===== src/hw/timer_pkg.sv =====
/*
  Shared constants and types for the sixteen-bit timer/counter: register
  indices, field positions, reset values, divider counts and the bus carrier.
  Assumes one system clock (Fosc) and a core-side register port of 8-bit data.
*/
package timer_pkg;

  // register indices on the core-side port
  localparam logic [2:0] REG_TIMER_CONTROL  = 3'h0;
  localparam logic [2:0] REG_COUNT_LOW      = 3'h1;
  localparam logic [2:0] REG_COUNT_HIGH     = 3'h2;
  localparam logic [2:0] REG_IRQ_STATUS     = 3'h3;
  localparam logic [2:0] REG_IRQ_MASK       = 3'h4;
  localparam logic [2:0] REG_OSC_CONTROL    = 3'h5;
  localparam logic [2:0] REG_POWER_STATE    = 3'h6;
  localparam logic [2:0] REG_PORT_PINS      = 3'h7;

  // timer_control field positions
  localparam int CTL_RUN_BIT       = 0;
  localparam int CTL_SRC_BIT       = 1;
  localparam int CTL_SYNC_BYP_BIT  = 2;
  localparam int CTL_OSC_EN_BIT    = 3;
  localparam int CTL_PRESC_LO_BIT  = 4;
  localparam int CTL_SEC_ACT_BIT   = 6;
  localparam int CTL_WIDE_BIT      = 7;

  // oscillator_control field positions
  localparam int OSC_SCS_LO_BIT    = 0;
  localparam int OSC_IDLE_BIT      = 7;
  localparam logic [1:0] SCS_SECONDARY = 2'h1;

  // port_pins field positions: direction, output data, pin levels
  localparam int PIN_DIR_LO_BIT    = 0;
  localparam int PIN_OUT_LO_BIT    = 2;
  localparam int PIN_LVL_LO_BIT    = 4;

  // values after reset
  localparam logic [7:0]  CONTROL_RESET    = 8'h00;
  localparam logic [7:0]  OSC_CTL_RESET    = 8'h00;
  localparam logic [1:0]  PIN_DIR_RESET    = 2'h3;
  localparam logic [1:0]  PIN_OUT_RESET    = 2'h0;
  localparam logic [15:0] COUNT_RESET      = 16'h0000;
  localparam logic [15:0] COUNT_MAX        = 16'hFFFF;
  localparam logic [7:0]  BYTE_ZERO        = 8'h00;

  // instruction cycle is Fosc divided by four
  localparam int          FOSC_PER_INSTR   = 4;
  localparam logic [1:0]  INSTR_DIV_LAST   = 2'(FOSC_PER_INSTR - 1);
  localparam logic [2:0]  PRESC_ZERO       = 3'h0;

  typedef enum logic [1:0] {
    PRIMARY_RUN,
    SECONDARY_RUN,
    SECONDARY_IDLE
  } power_state_t;

  typedef struct packed {
    logic [2:0] addr;
    logic [7:0] wdata;
    logic       we;
    logic       re;
  } reg_req_t;

endpackage


===== src/hw/sixteen_bit_timer_counter.sv =====
/*
  Sixteen-bit up-counter with 1:1..1:8 prescaler, internal (Fosc/4) or
  external/secondary-oscillator source, optional buffered 16-bit access,
  overflow interrupt and secondary-clock power-state tracking.
  Assumes: mclk_i is Fosc at 40 MHz; the core drives one-cycle strobes and
  takes read data in the cycle after the read strobe; pins are asynchronous.

*/
`timescale 1ns/1ps
`default_nettype none

module sixteen_bit_timer_counter
  import timer_pkg::*;
(
  // clock and reset
  input  wire logic     mclk_i,
  input  wire logic     resetn_i,
  // core register port
  input  wire reg_req_t bus_req_i,
  output logic [7:0]    bus_rdata_o,
  // core power events
  input  wire logic     sleep_exec_i,
  input  wire logic     wake_i,
  // oscillator pins: bit 0 osc_input_pin, bit 1 osc_output_ext_clock_pin
  input  wire logic [1:0] osc_pins_in_i,
  output logic [1:0]    osc_pins_out_o,
  output logic [1:0]    osc_pins_oe_n_o,
  // clocking and interrupt
  output logic          osc_running_o,
  output logic          cpu_clk_secondary_o,
  output logic          periph_clk_secondary_o,
  output logic          cpu_halted_o,
  output logic          irq_o
);

  // control state
  logic [7:0]   timer_control;
  logic [7:0]   oscillator_control;
  logic [1:0]   port_a_direction;
  logic [1:0]   pin_out_data;
  logic         overflow_flag;
  logic         overflow_irq_enable;
  logic [15:0]  count;
  logic [7:0]   high_buffer;
  logic [2:0]   presc;
  logic [1:0]   instr_div;
  logic         sync_pending;
  logic [7:0]   rdata;
  power_state_t pstate;
  power_state_t next_pstate;

  // pin synchronisers; stage 1 feeds only stage 2
  logic [1:0]   pin_s1;
  logic [1:0]   pin_s2;
  logic         src_prev;

  // field decode
  wire       counter_run          = timer_control[CTL_RUN_BIT];
  wire       source_select        = timer_control[CTL_SRC_BIT];
  wire       ext_input_sync_bypass = timer_control[CTL_SYNC_BYP_BIT];
  wire       low_power_osc_enable = timer_control[CTL_OSC_EN_BIT];
  wire [1:0] input_prescale_select = timer_control[CTL_PRESC_LO_BIT +: 2];
  wire       wide_access_enable   = timer_control[CTL_WIDE_BIT];
  wire [1:0] system_clock_select  = oscillator_control[OSC_SCS_LO_BIT +: 2];
  wire       idle_on_sleep        = oscillator_control[OSC_IDLE_BIT];
  wire       secondary_clock_active = (pstate != PRIMARY_RUN);

  // address decode
  wire wr_ctl   = bus_req_i.we && (bus_req_i.addr == REG_TIMER_CONTROL);
  wire wr_low   = bus_req_i.we && (bus_req_i.addr == REG_COUNT_LOW);
  wire wr_high  = bus_req_i.we && (bus_req_i.addr == REG_COUNT_HIGH);
  wire wr_mask  = bus_req_i.we && (bus_req_i.addr == REG_IRQ_MASK);
  wire wr_osc   = bus_req_i.we && (bus_req_i.addr == REG_OSC_CONTROL);
  wire wr_pins  = bus_req_i.we && (bus_req_i.addr == REG_PORT_PINS);
  wire rd_low   = bus_req_i.re && (bus_req_i.addr == REG_COUNT_LOW);
  wire rd_stat  = bus_req_i.re && (bus_req_i.addr == REG_IRQ_STATUS);

  // instruction-cycle strobe, one mclk in four
  wire instr_tick = (instr_div == INSTR_DIV_LAST);

  // edge source: secondary oscillator when enabled, else external clock pin
  wire src_level = low_power_osc_enable ? pin_s2[0] : pin_s2[1];
  wire src_rise  = src_level && !src_prev;

  // synchronised mode aligns edges to the instruction cycle; bypass takes them at once
  wire ext_tick  = ext_input_sync_bypass ? src_rise : (instr_tick && (sync_pending || src_rise));

  // internal source ignores the bypass bit
  wire src_tick  = source_select ? ext_tick : instr_tick;

  // prescaler terminal value: 0, 1, 3, 7
  wire [2:0] presc_last = (input_prescale_select == 2'h3) ? 3'h7 :
                          (input_prescale_select == 2'h2) ? 3'h3 :
                          (input_prescale_select == 2'h1) ? 3'h1 : 3'h0;
  // >= so a smaller ratio chosen mid-count does not run on to 7 first
  wire       presc_hit  = (presc >= presc_last);
  wire       cnt_tick   = counter_run && src_tick && presc_hit;

  // count writes (low byte, or high byte in byte mode) win over the increment; such a write never counts as a wrap
  wire       cnt_write  = wr_low || (wr_high && !wide_access_enable);
  wire       wrap       = cnt_tick && !cnt_write && (count == COUNT_MAX);

  // next count
  wire [15:0] count_inc = count + 16'h0001;
  wire [15:0] next_count =
      wr_low  ? (wide_access_enable ? {high_buffer, bus_req_i.wdata}
                                    : {count[15:8], bus_req_i.wdata}) :
      (wr_high && !wide_access_enable) ? {bus_req_i.wdata, count[7:0]} :
      cnt_tick ? count_inc : count;

  // pins: oscillator enable forces input and masks port reads
  wire [1:0] pin_levels = low_power_osc_enable ? 2'h0 : pin_s2;

  // read mux
  wire [7:0] ctl_read = {timer_control[7], secondary_clock_active, timer_control[5:0]};
  wire [7:0] high_read = wide_access_enable ? high_buffer : count[15:8];
  wire [7:0] next_rdata =
      !bus_req_i.re                           ? BYTE_ZERO :
      (bus_req_i.addr == REG_TIMER_CONTROL)   ? ctl_read :
      (bus_req_i.addr == REG_COUNT_LOW)       ? count[7:0] :
      (bus_req_i.addr == REG_COUNT_HIGH)      ? high_read :
      (bus_req_i.addr == REG_IRQ_STATUS)      ? {7'h00, overflow_flag} :
      (bus_req_i.addr == REG_IRQ_MASK)        ? {7'h00, overflow_irq_enable} :
      (bus_req_i.addr == REG_OSC_CONTROL)     ? oscillator_control :
      (bus_req_i.addr == REG_POWER_STATE)     ? {6'h00, 2'(pstate)} :
      {2'h0, pin_levels, pin_out_data, port_a_direction};

  // power-state sequencing
  always_comb begin
    next_pstate = pstate;
    unique case (pstate)
      PRIMARY_RUN: begin
        if (system_clock_select == SCS_SECONDARY) begin
          next_pstate = SECONDARY_RUN;
        end
      end
      SECONDARY_RUN: begin
        if (system_clock_select != SCS_SECONDARY) begin
          next_pstate = PRIMARY_RUN;
        end else if (sleep_exec_i && !idle_on_sleep) begin
          next_pstate = SECONDARY_IDLE;
        end
      end
      SECONDARY_IDLE: begin
        if (wake_i) begin
          next_pstate = SECONDARY_RUN;
        end
      end
      default: begin
        next_pstate = PRIMARY_RUN;
      end
    endcase
  end

  always_ff @(posedge mclk_i) begin
    if (!resetn_i) begin
      pin_s1   <= 2'h0;
      pin_s2   <= 2'h0;
      src_prev <= 1'b0;
    end else begin
      pin_s1   <= osc_pins_in_i;
      pin_s2   <= pin_s1;
      src_prev <= src_level;
    end
  end

  always_ff @(posedge mclk_i) begin
    if (!resetn_i) begin
      instr_div    <= 2'h0;
      sync_pending <= 1'b0;
    end else begin
      instr_div    <= instr_div + 2'h1;
      sync_pending <= !instr_tick && (sync_pending || src_rise);
    end
  end

  // prescaler clears on low-byte write only
  always_ff @(posedge mclk_i) begin
    if (!resetn_i || wr_low) begin
      presc <= PRESC_ZERO;
    end else if (counter_run && src_tick) begin
      presc <= presc_hit ? PRESC_ZERO : presc + 3'h1;
    end
  end

  always_ff @(posedge mclk_i) begin
    if (!resetn_i) begin
      count       <= COUNT_RESET;
      high_buffer <= BYTE_ZERO;
    end else begin
      count <= next_count;
      if (wr_high && wide_access_enable) begin
        high_buffer <= bus_req_i.wdata;
      end else if (rd_low && wide_access_enable) begin
        high_buffer <= count[15:8];
      end
    end
  end

  // overflow flag: set wins over the read-clear
  always_ff @(posedge mclk_i) begin
    if (!resetn_i) begin
      overflow_flag <= 1'b0;
    end else if (wrap) begin
      overflow_flag <= 1'b1;
    end else if (rd_stat) begin
      overflow_flag <= 1'b0;
    end
  end

  always_ff @(posedge mclk_i) begin
    if (!resetn_i) begin
      timer_control       <= CONTROL_RESET;
      oscillator_control  <= OSC_CTL_RESET;
      overflow_irq_enable <= 1'b0;
      port_a_direction    <= PIN_DIR_RESET;
      pin_out_data        <= PIN_OUT_RESET;
      pstate              <= PRIMARY_RUN;
      rdata               <= BYTE_ZERO;
    end else begin
      pstate <= next_pstate;
      rdata  <= next_rdata;
      if (wr_ctl) begin
        timer_control <= bus_req_i.wdata;
      end
      if (wr_osc) begin
        oscillator_control <= bus_req_i.wdata;
      end
      if (wr_mask) begin
        overflow_irq_enable <= bus_req_i.wdata[0];
      end
      if (wr_pins) begin
        port_a_direction <= bus_req_i.wdata[PIN_DIR_LO_BIT +: 2];
        pin_out_data     <= bus_req_i.wdata[PIN_OUT_LO_BIT +: 2];
      end
    end
  end

  // outputs
  assign bus_rdata_o            = rdata;
  assign irq_o                  = overflow_flag && overflow_irq_enable;
  assign osc_running_o          = low_power_osc_enable;
  assign cpu_clk_secondary_o    = (pstate == SECONDARY_RUN);
  assign periph_clk_secondary_o = secondary_clock_active;
  assign cpu_halted_o           = (pstate == SECONDARY_IDLE);
  assign osc_pins_out_o         = pin_out_data;
  // direction 1 means input; oscillator forces both pins to input
  assign osc_pins_oe_n_o        = port_a_direction | {2{low_power_osc_enable}};
endmodule

`default_nettype wire


===== config.mk =====
export PLATFORM = sky130hd
export DESIGN_NAME = sixteen_bit_timer_counter
export DESIGN_NICKNAME = d
export VERILOG_FILES = /design/src/hw/timer_pkg.sv /design/src/hw/sixteen_bit_timer_counter.sv
export SDC_FILE = /design/constraint.sdc
export NUM_CORES = 1
export LEC_CHECK = 0
export BUFFER_PORTS_ARGS = -buffer_cell sky130_fd_sc_hd__buf_2
export CAP_MARGIN = 25
export CORE_ASPECT_RATIO = 0.8
export CORE_MARGIN = 10
export CORE_UTILIZATION = 50
export DETAILED_ROUTE_END_ITERATION = 6
export GPL_TIMING_DRIVEN = 0
export PLACE_DENSITY = 0.76
export SLEW_MARGIN = 20
export SYNTH_ARGS = -nofsm -noshare
export SYNTH_HDL_FRONTEND = slang
export SYNTH_SLANG_ARGS = --single-unit

===== constraint.sdc =====
create_clock -name mclk_i -period 2.5 [get_ports mclk_i]
set_input_delay 0.375 -clock mclk_i [delete_from_list [all_inputs] [get_ports mclk_i]]
set_output_delay 0.375 -clock mclk_i [all_outputs]
set_load 0.005 [all_outputs]

==> metrics.md <==
| Metric | Value |
|---|---|
| Crit end category | `flip-flop` |
| Synth cell types | `between 50 and 60` |
| Relative slew slack | `0.423` |
| Setup TNS | `0 ns` |
| Most frequent cells in the layout | `dfxtp_1, nand2_1, nor2_1` |
| Vias in the first global route | `3,361` |
| Full die area | `roughly 11,000 sq um` |
| Post-synth EDFFs | `0` |
| Layout area overhead | `13.4%` |
| RSZ-0062 raised after global routing | `no` |
| Gp weighted congestion | `1.01` |
| Cells after Synth | `438` |
| Max clock buf depth | `2` |
| Flop2flop setup slack | `0.20 ns` |
| Setup bufs post-CTS | `0` |
| Final core utilization | `0.583` |
| Layout cell share with drive strength beyond 1 | `0.134` |
| Worst path max stage delay | `~0.34 ns` |
| PD cells | `547 nW/um^2` |
| Number of cells on the worst reg-to-reg path | `8` |
| Lkg Pwr | `0.00148 uW` |
| DR vias/cell | `between 6 and 7` |
| Grt met3 use | `0.0559` |
| Worst path cell trace | `or2_2 > ha_1 > nor2b_1 > o21a_2 > a21oi_1 > a32o_1 > o21ai_2 > o22ai_1` |
| Mapped Area | `3530 sq um` |
| Post-route cell area | `approximately 4000 sq um` |
| Syn Nets | `463` |
| Core area | `6860 sq um` |
| First-pass GRT wire length | `~18 mm` |
| Detailed Place HPWL | `about 8.3 mm` |
| Number of antenna diodes | `0` |
| FMAX | `434 MHz` |
| GRT Overall Usage | `0.202` |
| Critical Path Fanout Max | `6` |
| Register area share after synthesis | `0.375` |
| Top FF cell, synth | `dfxtp_1` |
| DRT Wirelength | `11.1 mm` |
| Hold Crit Class | `in -> reg` |
| CTS tree | `built` |
| I/O pin total | `36` |
| Fin crit share | `0.922` |
| Max_cap viols | `0` |
| Hold depth | `2` |
| FP Rows | `27` |
| Layout Nets | `507` |
| Die Span Y | `95.1 microns` |
| GR Util met1 | `0.271` |
| Placed insts | `558` |
| H-tree depth | `3` |
| Synth top area cells | `dfxtp_1, mux2i_1, nand2_1, a21oi_1, nor2_1` |
| Final slew viol count | `0` |
| Most common cell after layout, fill and taps aside | `dfxtp_1` |
| Effective utilization at floorplan | `0.514` |
| Worst r2r dst | `count[10]` |
| Status | `completed` |
| Dpl ws | `-0.0835 ns` |
| Startpoint types | `flip-flop` |
| Most used routing layer | `met2` |
| Area leader, netlist | `dfxtp_1` |
| Critical R2R Launch | `timer_control[4]` |
| Non-filler cells, final | `~570` |
| CTS buffer count | `9` |
| Final setup violation count | `0` |
| Buffers added on ports | `33` |
| Antenna violations before repair | `0` |
| CTS Sinks | `66` |
| DR pass1 iterations | `6` |
| Syn avg cell area | `around 8.0 sq um` |
| Pin count of the biggest net entering global routing | `12` |
| Worst vdd ir | `0.401 mV` |
| Fin worst setup slack | `0.195 ns` |
| Detail Route Antenna Nets | `0` |
| Hold path start | `osc_pins_in_i[1]` |
| Fillers | `~650` |
| Critical path class | `reg -> reg` |
| Hold Path End | `pin_s1[1]` |
| Hold-fix buffers, CTS | `0` |
| Post-layout min period | `~2.3 ns` |
| Crit path required time | `2.73 ns` |
| Placed inst area | `3800 sq um` |
| Drt drc | `0` |
| Least-Margin Pin Slew | `0.859 ns` |
| Number of synthesis warnings | `0` |
| Routed WL per cell | `just under 20 microns` |
| Clock slew at reported path FFs | `0.07 ns` |
| Worst skew pair latency | `0.35 ns` |
| Die width | `around 110 microns` |
| Clock Skews | `roughly 0.0066 ns` |
| CP max-delay cell | `dfxtp_1` |
| Synth top area share | `0.375` |
| Gr ovfl total | `0` |
| Async set or reset register ratio after synthesis | `0` |
| Seq cells post-synth | `66` |
| Worst EP arrival | `between 2 and 3 ns` |
| Met2 GRT Util | `0.300` |
| Initial DRC count | `428` |
| Root buffer cell | `clkbuf_8` |
| Via count | `3,592` |
| Final Hold Vio Count | `0` |
power breakdown:
group / switching (uW) / internal, uW / leakage [uW]
combinational: 133 / 65.6 / 0.000852
sequential: 16.6 / 1070 / 0.000535
clock: 421 / 478 / 0.0000941
total: 571 / 1620 / 0.00148
stage by stage:
step                hold slack [ns]  power, uW
CTS                           0.218       2190
finish                        0.223       2190
global placement              0.408       1300
floorplan                     0.399       1220
global route                  0.226       2240
detailed placement            0.418       1300
critical path: cells and delay by family (launching register included):
family / cells / cell delay, ns
compound gates: 5 / 1.05
simple gates: 2 / 0.51
fa+ha+maj: 1 / 0.28
flops: 1 / 0.34
cell type report:
cell class                      instances  area [sq um]  area share
Multi-Input combinational cell        337          2080       0.519
Sequential cell                        66          1320       0.331
Timing Repair Buffer                   33           165      0.0413
Clock buffer                           10           138      0.0344
Tap cell                               87           109      0.0272
Buffer                                 26           100      0.0250
Clock inverter                          5          55.1      0.0138
Inverter                                9          33.8     0.00845
how the worst max path moves through the flow:
| stage | start | end | depth (start not counted) |
|---|---|---|---|
| floorplan | timer_control[4] | count[12] | 8 |
| global placement | timer_control[4] | count[1] | 8 |
| detailed placement | timer_control[4] | count[5] | 8 |
| CTS | timer_control[4] | count[5] | 8 |
| global route | timer_control[7] | high_buffer[3] | 5 |
| finish | timer_control[4] | count[10] | 8 |
flip-flops by register name, indices dropped and copies added (netlist names), 2 cells and up:
name / cells
bus_rdata_o: 8
pin_s2: 2
instr_div: 2
presc: 3
port_a_direction: 2
high_buffer: 8
pin_s1: 2
count: 16
oscillator_control: 8
timer_control: 7
osc_pins_out_o: 2
pstate: 2
layer usage:
metal  up-vias  routed length, microns  part of all wire
li1       1688                       -                 -
met1      1666                    4730              0.42
met2       199                    4870              0.44
met3        39                    1260              0.11
met4         0                     295             0.026
met5         -                       0                 0
synth_stat cells (3+ instances only):
master    number
dfxtp_1       66
nand2_1       55
nor2_1        44
a21oi_1       40
mux2i_1       22
clkbuf_1      17
nor3_1        15
o21ai_0       12
nor2b_1       11
a211oi_1      10
nand3_1       10
a22oi_1        9
inv_1          9
and3_1         8
nand2b_1       8
a31oi_1        7
and2_1         7
buf_1          7
o22ai_1        7
ha_1           6
o31a_1         6
a32o_1         4
nand4_1        4
nor4_1         4
o211ai_1       4
o21ai_1        4
or2_2          4
o21a_1         3
o221a_1        3
timing repair:
| action | 4_1_cts | 5_1_grt |
|---|---|---|
| endpoints found under the hold margin | 0 | 0 |
| endpoints found under the setup margin | 6 | 2 |
| resized for setup | 1 | 2 |
cell families (layout without fill, tap and decap cells):
logic type	count (synthesis)	count (layout)	synth area share
AND/OR/NAND/NOR	177	177	0.240
AO/OA/AOI/OAI	128	128	0.245
flip-flops	66	66	0.375
buffers and inverters	35	83	0.0380
multiplexers	26	26	0.0816
adder cells (fa/ha/maj)	6	6	0.0213
No activity file was read; power rests on OpenSTA's default activity.
